$ cat config.mk
export PLATFORM = sky130hd
export DESIGN_NAME = rcie_core
export DESIGN_NICKNAME = d
export VERILOG_FILES = /design/src/rtl/rcie_pkg.sv /design/src/rtl/rcie_alu.sv /design/src/rtl/rcie_stack.sv /design/src/rtl/rcie_core.sv
export SDC_FILE = /design/constraint.sdc
export NUM_CORES = 1
export LEC_CHECK = 0
export BUFFER_PORTS_ARGS = -buffer_cell sky130_fd_sc_hd__buf_2
export CAP_MARGIN = 20
export CORE_MARGIN = 1
export CORE_UTILIZATION = 25
export CTS_CLUSTER_SIZE = 12
export DETAILED_ROUTE_END_ITERATION = 7
export PLACE_DENSITY = 0.37
export SKIP_CTS_REPAIR_TIMING = 1
export SLEW_MARGIN = 20
export SYNTH_ARGS = -nofsm -noshare
export SYNTH_HDL_FRONTEND = slang
export SYNTH_SLANG_ARGS = --single-unit
$ cat constraint.sdc
create_clock -name SYS_CLK -period 12.9 [get_ports SYS_CLK]
set_input_delay 1.29 -clock SYS_CLK [delete_from_list [all_inputs] [get_ports SYS_CLK]]
set_output_delay 1.29 -clock SYS_CLK [all_outputs]
set_load 0.005 [all_outputs]
$ cat src/rtl/rcie_pkg.sv
//////////////////////////////////////////////////////////////////////////////
// Purpose: Shared constants and types of the instruction execution core.
// Assumes: One clock, asynchronous active-high reset.
// Notes:   Opcode, condition and source encodings are local to this block.
//////////////////////////////////////////////////////////////////////////////
package rcie_pkg;

    localparam int DATA_W      = 8;
    localparam int ADDR_W      = 16;
    localparam int NUM_REGS    = 16;
    localparam int REG_IDX_W   = 4;
    localparam int STACK_DEPTH = 8;
    localparam int DM_ADDR_W   = 8;

    // Internal register indices.
    localparam logic [REG_IDX_W-1:0] REG_IP_HI = 4'hC;
    localparam logic [REG_IDX_W-1:0] REG_IP_LO = 4'hD;
    localparam logic [REG_IDX_W-1:0] REG_STAT  = 4'hE;
    localparam logic [REG_IDX_W-1:0] REG_ACC   = 4'hF;

    localparam int STAT_GIE_BIT = 5;

    localparam logic [ADDR_W-1:0] PC_RESET = 16'h0000;
    localparam logic [ADDR_W-1:0] PC_STEP  = 16'h0001;
    localparam logic [DATA_W-1:0] BYTE_ZERO = 8'h00;
    localparam logic [DATA_W-1:0] BYTE_ONE  = 8'h01;
    localparam logic [DATA_W-1:0] BYTE_ONES = 8'hFF;
    localparam logic [DATA_W-1:0] BYTE_SIGN = 8'h80;
    localparam logic [DATA_W-1:0] BYTE_SMAX = 8'h7F;

    typedef enum logic [5:0] {
        OP_NOP, OP_JUMP, OP_JUMP_IP, OP_JCC, OP_JCC_IP,
        OP_CALL, OP_CALL_IP, OP_CALLS, OP_CALLS_IP,
        OP_RET, OP_RETS, OP_RETI, OP_PUSH, OP_POP,
        OP_MOVE, OP_STORE_REG, OP_STORE_IMM, OP_CMV_CLR, OP_CMV_SET,
        OP_SHIFT_LEFT, OP_ROTATE_LEFT_CARRY, OP_SHIFT_RIGHT,
        OP_ROTATE_RIGHT_CARRY, OP_SHIFT_RIGHT_ARITH,
        OP_ONES_COMPLEMENT, OP_TWOS_COMPLEMENT, OP_TWOS_COMPLEMENT_CARRY,
        OP_INC, OP_INC_CARRY, OP_DEC
    } rcie_op_e;

    typedef enum logic [2:0] {
        COND_C_SET, COND_C_CLR, COND_Z_SET, COND_Z_CLR,
        COND_V_SET, COND_V_CLR
    } rcie_cond_e;

    typedef enum logic [1:0] {
        SRC_IMM, SRC_REG, SRC_MEM
    } rcie_src_e;

    typedef struct packed {
        logic [STACK_DEPTH-1:0][ADDR_W-1:0] entry;
    } rcie_stack_s;

    typedef struct packed {
        logic [ADDR_W-1:0]                pc;
        logic [NUM_REGS-1:0][DATA_W-1:0]  regs;
        logic                             c;
        logic                             v;
        logic                             z;
        logic                             dm_we;
        logic [DM_ADDR_W-1:0]             dm_waddr;
        logic [DATA_W-1:0]                dm_wdata;
    } rcie_core_s;

endpackage : rcie_pkg

$ cat src/rtl/rcie_alu.sv
//////////////////////////////////////////////////////////////////////////////
// Purpose: Shift, complement, increment and decrement datapath.
// Assumes: Purely combinational; the caller decides which flags to keep.
// Notes:   Other opcodes pass the operand and the carry through.
//////////////////////////////////////////////////////////////////////////////
module rcie_alu
    import rcie_pkg::*;
(
    input  rcie_op_e          op,
    input  wire logic [7:0]   operand,
    input  wire logic         carry_in,
    output logic [7:0]        result,
    output logic              carry_out,
    output logic              ovf_out
);

    always_comb begin
        result    = operand;
        carry_out = carry_in;
        ovf_out   = 1'b0;
        unique case (op)
            OP_SHIFT_LEFT: begin
                result    = {operand[6:0], 1'b0};          // see RL13
                carry_out = operand[7];
                ovf_out   = operand[7] ^ operand[6];
            end
            OP_ROTATE_LEFT_CARRY: begin
                result    = {operand[6:0], carry_in};      // see RL14
                carry_out = operand[7];
                ovf_out   = operand[7] ^ operand[6];
            end
            OP_SHIFT_RIGHT: begin
                result    = {1'b0, operand[7:1]};          // see RL15
                carry_out = operand[0];
                ovf_out   = operand[7];
            end
            OP_ROTATE_RIGHT_CARRY: begin
                result    = {carry_in, operand[7:1]};      // see RL15
                carry_out = operand[0];
                ovf_out   = carry_in ^ operand[7];
            end
            OP_SHIFT_RIGHT_ARITH: begin
                result    = {operand[7], operand[7:1]};    // see RL16
                carry_out = operand[0];
            end
            OP_ONES_COMPLEMENT: result = ~operand; // see RL17
            OP_TWOS_COMPLEMENT: begin
                result    = ~operand + BYTE_ONE;           // see RL17
                carry_out = (result == BYTE_ZERO);
                ovf_out   = (operand == BYTE_SIGN);
            end
            OP_TWOS_COMPLEMENT_CARRY: begin
                result    = ~operand + {7'h00, carry_in};  // see RL18
                carry_out = (result == BYTE_ZERO) && carry_in;
                ovf_out   = carry_in && (operand == BYTE_SIGN);
            end
            OP_INC: begin
                result    = operand + BYTE_ONE;            // see RL19
                carry_out = (result == BYTE_ZERO);
                ovf_out   = (operand == BYTE_SMAX);
            end
            OP_INC_CARRY: begin
                result    = operand + {7'h00, carry_in};   // see RL19
                carry_out = (result == BYTE_ZERO) && carry_in;
                ovf_out   = carry_in && (operand == BYTE_SMAX);
            end
            OP_DEC: begin
                result    = operand - BYTE_ONE;            // see RL20
                carry_out = (result != BYTE_ONES);
                ovf_out   = (operand == BYTE_SIGN);
            end
            default: ;
        endcase
    end

endmodule : rcie_alu

$ cat src/rtl/rcie_stack.sv
//////////////////////////////////////////////////////////////////////////////
// Purpose: Hardware return stack of fixed depth.
// Assumes: Push and pop are never asserted together.
// Notes:   Overflow drops the deepest entry; underflow fills with zero.
//////////////////////////////////////////////////////////////////////////////
module rcie_stack
    import rcie_pkg::*;
(
    input  wire logic               clk,
    input  wire logic               rst,
    input  wire logic               push,
    input  wire logic               pop,
    input  wire logic [ADDR_W-1:0]  push_data,
    output logic [ADDR_W-1:0]       top
);

    rcie_stack_s st_r;
    rcie_stack_s st_nxt;

    always_comb begin
        st_nxt = st_r;
        if (push) begin
            for (int i = STACK_DEPTH - 1; i > 0; i--) begin
                st_nxt.entry[i] = st_r.entry[i-1];         // see RL3
            end
            st_nxt.entry[0] = push_data;
        end else if (pop) begin
            for (int i = 0; i < STACK_DEPTH - 1; i++) begin
                st_nxt.entry[i] = st_r.entry[i+1];         // see RL6
            end
            st_nxt.entry[STACK_DEPTH-1] = PC_RESET;
        end
    end

    always_ff @(posedge clk or posedge rst) begin
        if (rst) begin
            st_r <= '0;
        end else begin
            st_r <= st_nxt;
        end
    end

    assign top = st_r.entry[0];

endmodule : rcie_stack

$ cat src/rtl/rcie_core.sv
//////////////////////////////////////////////////////////////////////////////
// Purpose: Single-cycle execution of control-flow, move, shift,
//          complement, increment and decrement instructions.
// Assumes: The instruction at PC and its data memory operand are presented
//          combinationally in the same cycle.
// Notes:   Stores to data memory leave through registered outputs.
//
// Notes on behaviour
// RL1 - Jumps load target when condition holds
// RL2 - Register conditional jump targets program index
// RL3 - Call pushes stack, saves PC plus one
// RL4 - Register call targets program index
// RL5 - Short call uses program index; return reloads
// RL6 - Return pops top entry into PC
// RL7 - Interrupt return also sets global enable
// RL8 - Push stores program index on stack
// RL9 - Pop loads program index from stack
// RL10 - Moves write destination and accumulator
// RL11 - Move-if-carry-clear writes destination when C=0
// RL12 - Move-if-carry-set writes destination when C=1
// RL13 - Left shift fills zero, bit seven to carry
// RL14 - Left rotate fills bit zero from carry
// RL15 - Right shift/rotate, bit zero to carry
// RL16 - Arithmetic right shift keeps sign bit
// RL17 - Complements invert; two's adds one, carry set on zero result
// RL18 - Two's complement with carry adds carry
// RL19 - Increment sets carry on wrap to zero
// RL20 - Decrement clears carry on all ones
// RL21 - Every instruction completes in one cycle
// RL22 - Zero flag tracks accumulator equal to zero
// RL23 - Flags touched only by the proper classes
//////////////////////////////////////////////////////////////////////////////
module rcie_core
    import rcie_pkg::*;
(
    input  wire logic                  SYS_CLK,
    input  wire logic                  RST,
    input  rcie_op_e                   INSTR_OP,
    input  rcie_cond_e                 INSTR_COND,
    input  rcie_src_e                  INSTR_SRC_SEL,
    input  wire logic [REG_IDX_W-1:0]  INSTR_DST,
    input  wire logic [REG_IDX_W-1:0]  INSTR_SRC,
    input  wire logic [DATA_W-1:0]     INSTR_DATA,
    input  wire logic [ADDR_W-1:0]     INSTR_ADDR,
    input  wire logic [DATA_W-1:0]     DM_RDATA,
    output logic [ADDR_W-1:0]          PC,
    output logic [DATA_W-1:0]          ACC,
    output logic                       FLAG_C,
    output logic                       FLAG_V,
    output logic                       FLAG_Z,
    output logic                       GLOBAL_IRQ_ENABLE,
    output logic [ADDR_W-1:0]          PROGRAM_INDEX,
    output logic [ADDR_W-1:0]          STACK_TOP,
    output logic                       DM_WE,
    output logic [DM_ADDR_W-1:0]       DM_WADDR,
    output logic [DATA_W-1:0]          DM_WDATA
);

    //////////////////////////////////////////////////////////////////////////

    function automatic logic cond_holds(input rcie_cond_e cond,
                                        input logic       c,
                                        input logic       v,
                                        input logic       z);
        logic res;
        unique case (cond)
            COND_C_SET: res = c;
            COND_C_CLR: res = !c;
            COND_Z_SET: res = z;
            COND_Z_CLR: res = !z;
            COND_V_SET: res = v;
            COND_V_CLR: res = !v;
            default:    res = 1'b0;
        endcase
        return res;
    endfunction : cond_holds

    rcie_core_s           st_r;
    rcie_core_s           st_nxt;
    logic [ADDR_W-1:0]    program_index_reg;
    logic [ADDR_W-1:0]    pc_seq;
    logic [DATA_W-1:0]    operand;
    logic [DATA_W-1:0]    alu_result;
    logic                 alu_c;
    logic                 alu_v;
    logic                 stack_push;
    logic                 stack_pop;
    logic [ADDR_W-1:0]    stack_push_data;
    logic [ADDR_W-1:0]    return_stack_entry;

    assign program_index_reg = {st_r.regs[REG_IP_HI], st_r.regs[REG_IP_LO]};
    assign pc_seq            = st_r.pc + PC_STEP;

    always_comb begin
        unique case (INSTR_SRC_SEL)
            SRC_IMM: operand = INSTR_DATA;
            SRC_REG: operand = st_r.regs[INSTR_SRC];
            SRC_MEM: operand = DM_RDATA;
            default: operand = BYTE_ZERO;
        endcase
    end

    //////////////////////////////////////////////////////////////////////////

    // Stack traffic is decoded here so that it lands in the same cycle.
    assign stack_push = (INSTR_OP == OP_CALL) || (INSTR_OP == OP_CALL_IP)
                        || (INSTR_OP == OP_PUSH);           // see RL3
    assign stack_pop  = (INSTR_OP == OP_RET) || (INSTR_OP == OP_RETI)
                        || (INSTR_OP == OP_POP);            // see RL6
    assign stack_push_data = (INSTR_OP == OP_PUSH) ? program_index_reg
                                                   : pc_seq; // see RL8

    rcie_stack u_stack (
        .clk       (SYS_CLK),
        .rst       (RST),
        .push      (stack_push),
        .pop       (stack_pop),
        .push_data (stack_push_data),
        .top       (return_stack_entry)
    );

    rcie_alu u_alu (
        .op        (INSTR_OP),
        .operand   (operand),
        .carry_in  (st_r.c),
        .result    (alu_result),
        .carry_out (alu_c),
        .ovf_out   (alu_v)
    );

    //////////////////////////////////////////////////////////////////////////

    always_comb begin
        st_nxt       = st_r;
        st_nxt.pc    = pc_seq;                              // see RL21
        st_nxt.dm_we = 1'b0;
        unique case (INSTR_OP)
            OP_NOP, OP_PUSH: ;                  // see RL8
            OP_JUMP:    st_nxt.pc = INSTR_ADDR; // see RL1
            OP_JUMP_IP: st_nxt.pc = program_index_reg;
            OP_JCC, OP_JCC_IP: begin
                if (cond_holds(INSTR_COND, st_r.c, st_r.v, st_r.z)) begin
                    st_nxt.pc = (INSTR_OP == OP_JCC) ? INSTR_ADDR // see RL1
                              : program_index_reg; // see RL2
                end
            end
            OP_CALL:    st_nxt.pc = INSTR_ADDR; // see RL3
            OP_CALL_IP: st_nxt.pc = program_index_reg; // see RL4
            OP_CALLS, OP_CALLS_IP: begin
                // The register form jumps to the index before the save.
                st_nxt.regs[REG_IP_HI] = pc_seq[15:8]; // see RL5
                st_nxt.regs[REG_IP_LO] = pc_seq[7:0];
                st_nxt.pc = (INSTR_OP == OP_CALLS) ? INSTR_ADDR
                          : program_index_reg;
            end
            OP_RET:  st_nxt.pc = return_stack_entry; // see RL6
            OP_RETS: st_nxt.pc = program_index_reg; // see RL5
            OP_RETI: begin
                st_nxt.pc = return_stack_entry;             // see RL7
                st_nxt.regs[REG_STAT][STAT_GIE_BIT] = 1'b1;
            end
            OP_POP: begin
                st_nxt.regs[REG_IP_HI] = return_stack_entry[15:8]; // see RL9
                st_nxt.regs[REG_IP_LO] = return_stack_entry[7:0];
            end
            OP_MOVE: begin
                st_nxt.regs[INSTR_DST] = operand;           // see RL10
                st_nxt.regs[REG_ACC]   = operand;
                st_nxt.z = (operand == BYTE_ZERO);          // see RL22
            end
            OP_STORE_REG, OP_STORE_IMM: begin
                st_nxt.dm_we    = 1'b1; // see RL23
                st_nxt.dm_waddr = INSTR_ADDR[DM_ADDR_W-1:0];
                st_nxt.dm_wdata = (INSTR_OP == OP_STORE_IMM) ? INSTR_DATA
                                : st_r.regs[INSTR_SRC];
            end
            OP_CMV_CLR, OP_CMV_SET: begin
                if (st_r.c == (INSTR_OP == OP_CMV_SET)) begin
                    st_nxt.regs[INSTR_DST] = operand; // see RL11, RL12
                end
                st_nxt.regs[REG_ACC] = operand;
                st_nxt.z = (operand == BYTE_ZERO); // see RL22
            end
            OP_ONES_COMPLEMENT: begin
                st_nxt.regs[INSTR_DST] = alu_result;        // see RL17
                st_nxt.regs[REG_ACC]   = alu_result;
                st_nxt.z = (alu_result == BYTE_ZERO);       // see RL23
            end
            OP_SHIFT_LEFT, OP_ROTATE_LEFT_CARRY, OP_SHIFT_RIGHT,
            OP_ROTATE_RIGHT_CARRY, OP_SHIFT_RIGHT_ARITH,
            OP_TWOS_COMPLEMENT, OP_TWOS_COMPLEMENT_CARRY,
            OP_INC, OP_INC_CARRY, OP_DEC: begin
                st_nxt.regs[INSTR_DST] = alu_result;        // see RL13
                st_nxt.regs[REG_ACC]   = alu_result;
                st_nxt.c = alu_c;                           // see RL23
                st_nxt.v = alu_v;
                st_nxt.z = (alu_result == BYTE_ZERO);       // see RL22
            end
            default: ;
        endcase
    end

    always_ff @(posedge SYS_CLK or posedge RST) begin
        if (RST) begin
            st_r   <= '0;
            st_r.z <= 1'b1;
        end else begin
            st_r <= st_nxt;
        end
    end

    //////////////////////////////////////////////////////////////////////////

    assign PC                = st_r.pc;
    assign ACC               = st_r.regs[REG_ACC];
    assign FLAG_C            = st_r.c;
    assign FLAG_V            = st_r.v;
    assign FLAG_Z            = st_r.z;
    assign GLOBAL_IRQ_ENABLE = st_r.regs[REG_STAT][STAT_GIE_BIT];
    assign PROGRAM_INDEX     = program_index_reg;
    assign STACK_TOP         = return_stack_entry;
    assign DM_WE             = st_r.dm_we;
    assign DM_WADDR          = st_r.dm_waddr;
    assign DM_WDATA          = st_r.dm_wdata;

endmodule : rcie_core

==> metrics.md, run 1 <==
| Metric | Value |
|---|---|
| Met2 Use GR | `29.0%` |
| Post-synth top area share | `42.4%` |
| GPL Wtd Cong | `0.857` |
| Pre-CTS setup slack | `6.92 ns` |
| Startpoint types | `input port` |
| Core ar. | `0.0675 mm²` |
| Total power | `0.00358 W` |
| Root Driver | `clkbuf_16` |
| Clock tree buffer depth | `3` |
| Setup Skew | `0.0154 ns` |
| Largest net degree at the start of global routing | `134` |
| 1st-iter DRT viols | `1179` |
| DRC violations left | `0` |
| Ys Warns | `0` |
| Synthesized Nets | `1951` |
| Placed Cells | `2715` |
| Final min period | `5.42 ns` |
| DRT Pass-1 Iters | `6` |
| Slew HR | `25.8%` |
| Routing usage on met3 | `2.53%` |
| Cells after synthesis | `1889` |
| Non-filler instance count after layout | `2788` |
| PwrDens | `184 mW/mm²` |
| Worst setup startpoint | `INSTR_SRC[2]` |
| Final WS setup | `7.48 ns` |
| R2R Setup Slk | `8.49 ns` |
| Port-buffer cells | `129` |
| Clock slew at reported path FFs | `0.06 ns` |
| Ys flop type | `dfrtp_1` |
| Die H | `264 µm` |
| NumNets Final | `1946` |
| Flop pwr share | `42.1%` |
| Final period utilization | `42.0%` |
| Critical-path maximum fanout | `29` |
| Status | `complete, no violations` |
| Crit end category | `register` |
| Placement Rows | `95` |
| CTS Buf Count | `39` |
| R2r startpoint | `PROGRAM_INDEX[0]` |
| Max Cap Viol | `0` |
| Most common cell after layout, fill and taps aside | `nand2_1` |
| Inserted Diodes | `0` |
| Synth cell types | `96` |
| Global-route wire length before repair | `96400 µm` |
| Mean Syn Cell Area | `9.09 µm²` |
| Critical Path AT | `5.87 ns` |
| Leak Pwr | `8.32 nW` |
| Number of global-route vias before repair | `14200` |
| Die width | `264 µm` |
| Top cells by area, synth | `dfrtp_1 42%, nand2_1 7.4%, mux2_2 6.2%` |
| Post-DR wirelength/cell | `22.9 µm` |
| Setup TNS | `0 ns` |
| Drt total wl | `63900 µm` |
| Met1 Resource Use GR | `25.6%` |
| Area Growth Syn to Fin | `13.4%` |
| RSZ-0062 raised after global routing | `no` |
| Net load switching power | `0.00125 W` |
| Via density | `5.23` |
| Worst skew pair latency | `0.56 ns` |
| GRT overflow | `0` |
| Min Hold Slack | `0.474 ns` |
| Internal power | `0.00233 W` |
| Initial antenna violation count | `2` |
| # clock sinks | `292` |
| Switching part of the total | `34.9%` |
| Min-delay worst type | `register to register` |
| FF-to-FF path depth | `14` |
| Reg2reg end | `FLAG_Z` |
| Final setup viols | `0` |
| Share of layout cells above drive strength 1 | `20.4%` |
| Peak supply drop | `85.1 µV` |
| Io pins | `130` |
| Comb pwr share | `24.1%` |
| Setup CP Type | `input port to register` |
| Clk pwr share | `33.8%` |
| CP required | `13.36 ns` |
| Die area | `0.0697 mm²` |
| Max Clk Rate | `185 MHz` |
| Mapped Area | `0.0172 mm²` |
| H-tree depth | `2` |
| Final Hold Fails | `0` |
| Crit path capture | `FLAG_Z` |
| Number of synthesized register bits | `292` |
| GRT busiest layer | `met2` |
| Final slew viol count | `0` |
| Asr flop ratio synth | `100%` |
| Vias | `14600` |
| Sequential fraction of the synthesis area | `42.6%` |
| Antenna Nets Post-Route | `0` |
| Initial core utilization | `25.4%` |
| HPWL Detailed | `44000 µm` |
| Post-synth EDFFs | `0` |
| TritonCTS clock tree | `yes` |
| Tot GR Track Use | `18.1%` |
| Commonest non-fill, non-tap cells in the layout | `337 x nand2_1, 291 x dfrtp_1, 200 x nor2_1` |
| Least-Margin Pin Slew | `1.11 ns` |
| Biggest area consumer among synthesized cells | `dfrtp_1` |
[sequential cells by signal, indices dropped and copies added, names as in the netlist]
register           count
DM_WADDR               8
PC                    16
u_stack.st_r         112
DM_WE                  1
DM_WDATA               8
st_r                 103
FLAG_V                 1
PROGRAM_INDEX         16
FLAG_C                 1
u_stack.top           16
ACC                    8
FLAG_Z                 1
GLOBAL_IRQ_ENABLE      1
[through the flow]
step	instance area, µm²	utilization (%)
6_report	19500	28.8
2_1_floorplan	17200	-
4_1_cts	19400	28.8
5_1_grt	19500	28.8
3_5_place_dp	18000	26.7
3_3_place_gp	18000	26.7
[kinds of logic after synthesis]
family | share of synthesized area (%)
compound gates | 18.0
xor+xnor | 1.79
fa+ha+maj | 0.656
buf+inv | 7.14
flops | 42.6
mux | 11.1
simple gates | 18.7
[per-layer routing]
metal,vias to the layer above,part of all wire [%],wire [µm]
met4,2,2.2,1390
li1,6715,-,-
met5,-,0.020,13
met2,429,46,29600
met1,7346,47,30100
met3,81,4.4,2790
[critical path, cell delays in order]
cell	delay [ns]
buf_2	0.64
and2_1	0.55
a22oi_1	0.23
a31oi_1	0.25
o21ai_2	0.21
inv_2	0.26
ha_1	0.26
inv_1	0.11
nor3_2	0.24
nand4_1	0.13
xnor2_1	0.27
o221ai_1	0.22
nor4b_4	0.64
a21oi_4	0.17
o41ai_2	0.38
[synth_stat cells, types with 6 or more instances]
library cell	count
nand2_1	338
dfrtp_1	291
nor2_1	202
a31oi_1	102
mux2_2	95
clkbuf_1	90
o21ai_0	81
buf_4	77
a21oi_1	72
mux2i_1	57
nand3_1	52
nor3_1	28
xnor2_1	24
a22o_1	23
buf_2	22
a211oi_1	18
a221o_1	18
a22oi_1	14
nand2b_1	14
o22ai_1	14
nand4_1	13
o221ai_1	13
a221oi_1	11
and3_1	11
inv_1	11
nor2b_1	11
or3_1	11
xor2_1	11
mux4_2	10
ha_1	9
nor4_1	9
buf_6	8
a222oi_1	6
buf_1	6
[final cells by class]
class | instances | area, µm²
Inverter | 14 | 65.1
Timing Repair Buffer | 159 | 891
Clock inverter | 15 | 226
Fill cell | 7201 | 48000
Multi-Input combinational cell | 1378 | 8670
Sequential cell | 292 | 7310
Clock buffer | 57 | 1220
Tap cell | 873 | 1090
[power by group through the flow]
stage               sequential (W)  combinational, W  clock [W]
global placement           0.00152          0.000855          0
floorplan                  0.00138          0.000704          0
detailed placement         0.00152          0.000868          0
finish                     0.00151          0.000863    0.00121
CTS                        0.00151          0.000871    0.00124
global route               0.00155          0.000972    0.00129
[how the worst min path moves through the flow]
| stage | end | depth (start not counted) | start | slack (ns) |
|---|---|---|---|---|
| 2_1_floorplan | st_r[133] | 2 | st_r[133] | 0.44 |
| 3_3_place_gp | st_r[36] | 2 | st_r[36] | 0.46 |
| 3_5_place_dp | st_r[101] | 2 | st_r[101] | 0.47 |
| 4_1_cts | st_r[101] | 2 | st_r[101] | 0.48 |
| 5_1_grt | st_r[56] | 1 | st_r[56] | 0.51 |
| 6_report | st_r[101] | 2 | st_r[101] | 0.47 |
Power figures use the tool's default switching activity.
==> run 2, diff against run 1 <==
clock period = 5.42 ns   (was 12.9 ns; I/O delays follow)
==> run 2 against run 1 <==
Clock skew increased by 0.010 ns. Global-route usage rose by 0.31 points. Critical path depth did not move. Sequential cell count stayed put. Design area grew 0.67%. Register-to-register slack lost 7.4 ns. First-iteration DRC count down 4.4%. Highest routed layer unchanged.
==> metrics.md, run 2 (synthesized netlist as in run 1, its figures left out) <==
| Metric | Value |
|---|---|
| Peak supply drop | `214 µV` |
| Reg2reg end | `FLAG_Z` |
| Area Growth Syn to Fin | `14.2%` |
| Clock slew at reported path FFs | `0.06 ns` |
| Crit end category | `register` |
| Final setup viols | `0` |
| Leak Pwr | `8.41 nW` |
| Slew HR | `29.9%` |
| Tot GR Track Use | `18.4%` |
| Die width | `264 µm` |
| Drt total wl | `64700 µm` |
| Clock tree buffer depth | `3` |
| Worst skew pair latency | `0.57 ns` |
| Vias | `14600` |
| Io pins | `130` |
| PwrDens | `432 mW/mm²` |
| CP Cell Sequence | `buf_2 -> mux4_2 -> nor2b_1 -> o22ai_1 -> a21o_2 -> inv_2 -> ha_1 -> inv_1 -> nor3_2 -> nand4_1 -> xnor2_1 -> o221ai_1 -> nor4b_4 -> a21oi_4 -> o41ai_2` |
| 1st-iter DRT viols | `1127` |
| R2r startpoint | `PROGRAM_INDEX[0]` |
| Slowest stage delay, CP | `0.58 ns` |
| Largest net degree at the start of global routing | `149` |
| Final WS setup | `1.07 ns` |
| Slowest cell on crit path | `mux4_2` |
| Largest register FFs | `112` |
| Inserted Diodes | `0` |
| Die area | `0.0697 mm²` |
| Largest register by flop count | `u_stack.st_r` |
| Number of global-route vias before repair | `14300` |
| CP top delay family | `compound AO/OA/AOI/OAI gates` |
| Initial antenna violation count | `3` |
| NumNets Final | `1970` |
| Root Driver | `clkbuf_16` |
| Final Hold Fails | `0` |
| Antenna Nets Post-Route | `0` |
| Pre-CTS setup slack | `0.513 ns` |
| Max Cap Viol | `0` |
| Largest registers | `u_stack.st_r (112), st_r (103)` |
| DRT Pass-1 Iters | `6` |
| Port-buffer cells | `129` |
| GPL Wtd Cong | `0.885` |
| Initial core utilization | `25.4%` |
| Critical Path AT | `4.80 ns` |
| Post-DR wirelength/cell | `23.0 µm` |
| Commonest non-fill, non-tap cells in the layout | `337 x nand2_1, 291 x dfrtp_1, 200 x nor2_1` |
| # clock sinks | `292` |
| Final min period | `4.35 ns` |
| Layout fillers | `7243` |
| Setup Skew | `0.0258 ns` |
| Setup CP Type | `input port to register` |
| Final slew viol count | `0` |
| Via density | `5.18` |
| Global-route wire length before repair | `97700 µm` |
| GRT overflow | `0` |
| CP required | `5.87 ns` |
| R2R Setup Slk | `1.10 ns` |
| Min Hold Slack | `0.195 ns` |
| RSZ-0062 raised after global routing | `no` |
| Least-Margin Pin Slew | `1.05 ns` |
| Die H | `264 µm` |
| TritonCTS clock tree | `yes` |
| Critical-path maximum fanout | `21` |
| Setup TNS | `0 ns` |
| Core ar. | `0.0675 mm²` |
| HPWL Detailed | `45200 µm` |
| Max Clk Rate | `230 MHz` |
| FF-to-FF path depth | `14` |
| FF+latch area | `0.00731 mm²` |
| Min-delay worst type | `input port to asynchronous set/reset pin` |
| WP buf/inv | `3` |
| Final period utilization | `80.2%` |
| Placement Rows | `95` |
| Share of layout cells above drive strength 1 | `21.0%` |
| H-tree depth | `2` |
| DRC violations left | `0` |
| Most common cell after layout, fill and taps aside | `nand2_1` |
| Status | `complete, no violations` |
| Multi-input gate area | `0.00867 mm²` |
| Startpoint types | `input port` |
| CTS Buf Count | `39` |
## run 2: tightest hold or removal path, cell delays in order
cell	delay [ns]
buf_2	0.11
clkinvlp_4	0.08
buf_12	0.51
## run 2: metrics by stage
step | power [W] | cells | util (%) | cell area (µm²)
after CTS | 0.00858 | 2811 | 29.0 | 19600
final | 0.00847 | 2811 | 29.0 | 19600
after global placement | 0.00570 | 2740 | 27.0 | 18200
after global routing | 0.00898 | 2811 | 29.0 | 19600
after detailed placement | 0.00574 | 2740 | 27.0 | 18200
after floorplan | 0.00496 | 1889 | - | 17200
## run 2: cell type report
class	instances	area share, %
Multi-Input combinational cell	1378	44.2
Timing Repair Buffer	183	5.62
Clock buffer	61	6.13
Tap cell	873	5.57
Inverter	14	0.287
Clock inverter	10	0.875
Sequential cell	292	37.3
## run 2: worst max path at each step
stage | slack, ns | startpoint | to | cells after the start
floorplan | 1.00 | RST | ACC[0] | 1
global placement | 0.62 | INSTR_SRC[2] | FLAG_Z | 15
detailed placement | 0.51 | INSTR_SRC[2] | FLAG_Z | 15
CTS | 1.05 | INSTR_SRC[2] | FLAG_Z | 15
global route | 0.82 | INSTR_SRC[2] | FLAG_Z | 15
finish | 1.07 | INSTR_SRC[2] | FLAG_Z | 15
## run 2: power breakdown
part           switching (W)  internal (W)  leakage (nW)
clock                0.00106       0.00172         0.672
sequential          0.000754       0.00285          3.55
combinational        0.00117      0.000924          4.19
total                0.00299       0.00549          8.41
## run 2: metal layers
| layer | global-route usage [%] | vias to the layer above | part of all wire, % |
|---|---|---|---|
| met1 | 26.2 | 7394 | 48 |
| met2 | 29.8 | 345 | 47 |
| li1 | - | 6761 | - |
| met5 | 0 | - | 0.040 |
| met4 | 3.63 | 4 | 1.3 |
| met3 | 2.47 | 60 | 3.8 |
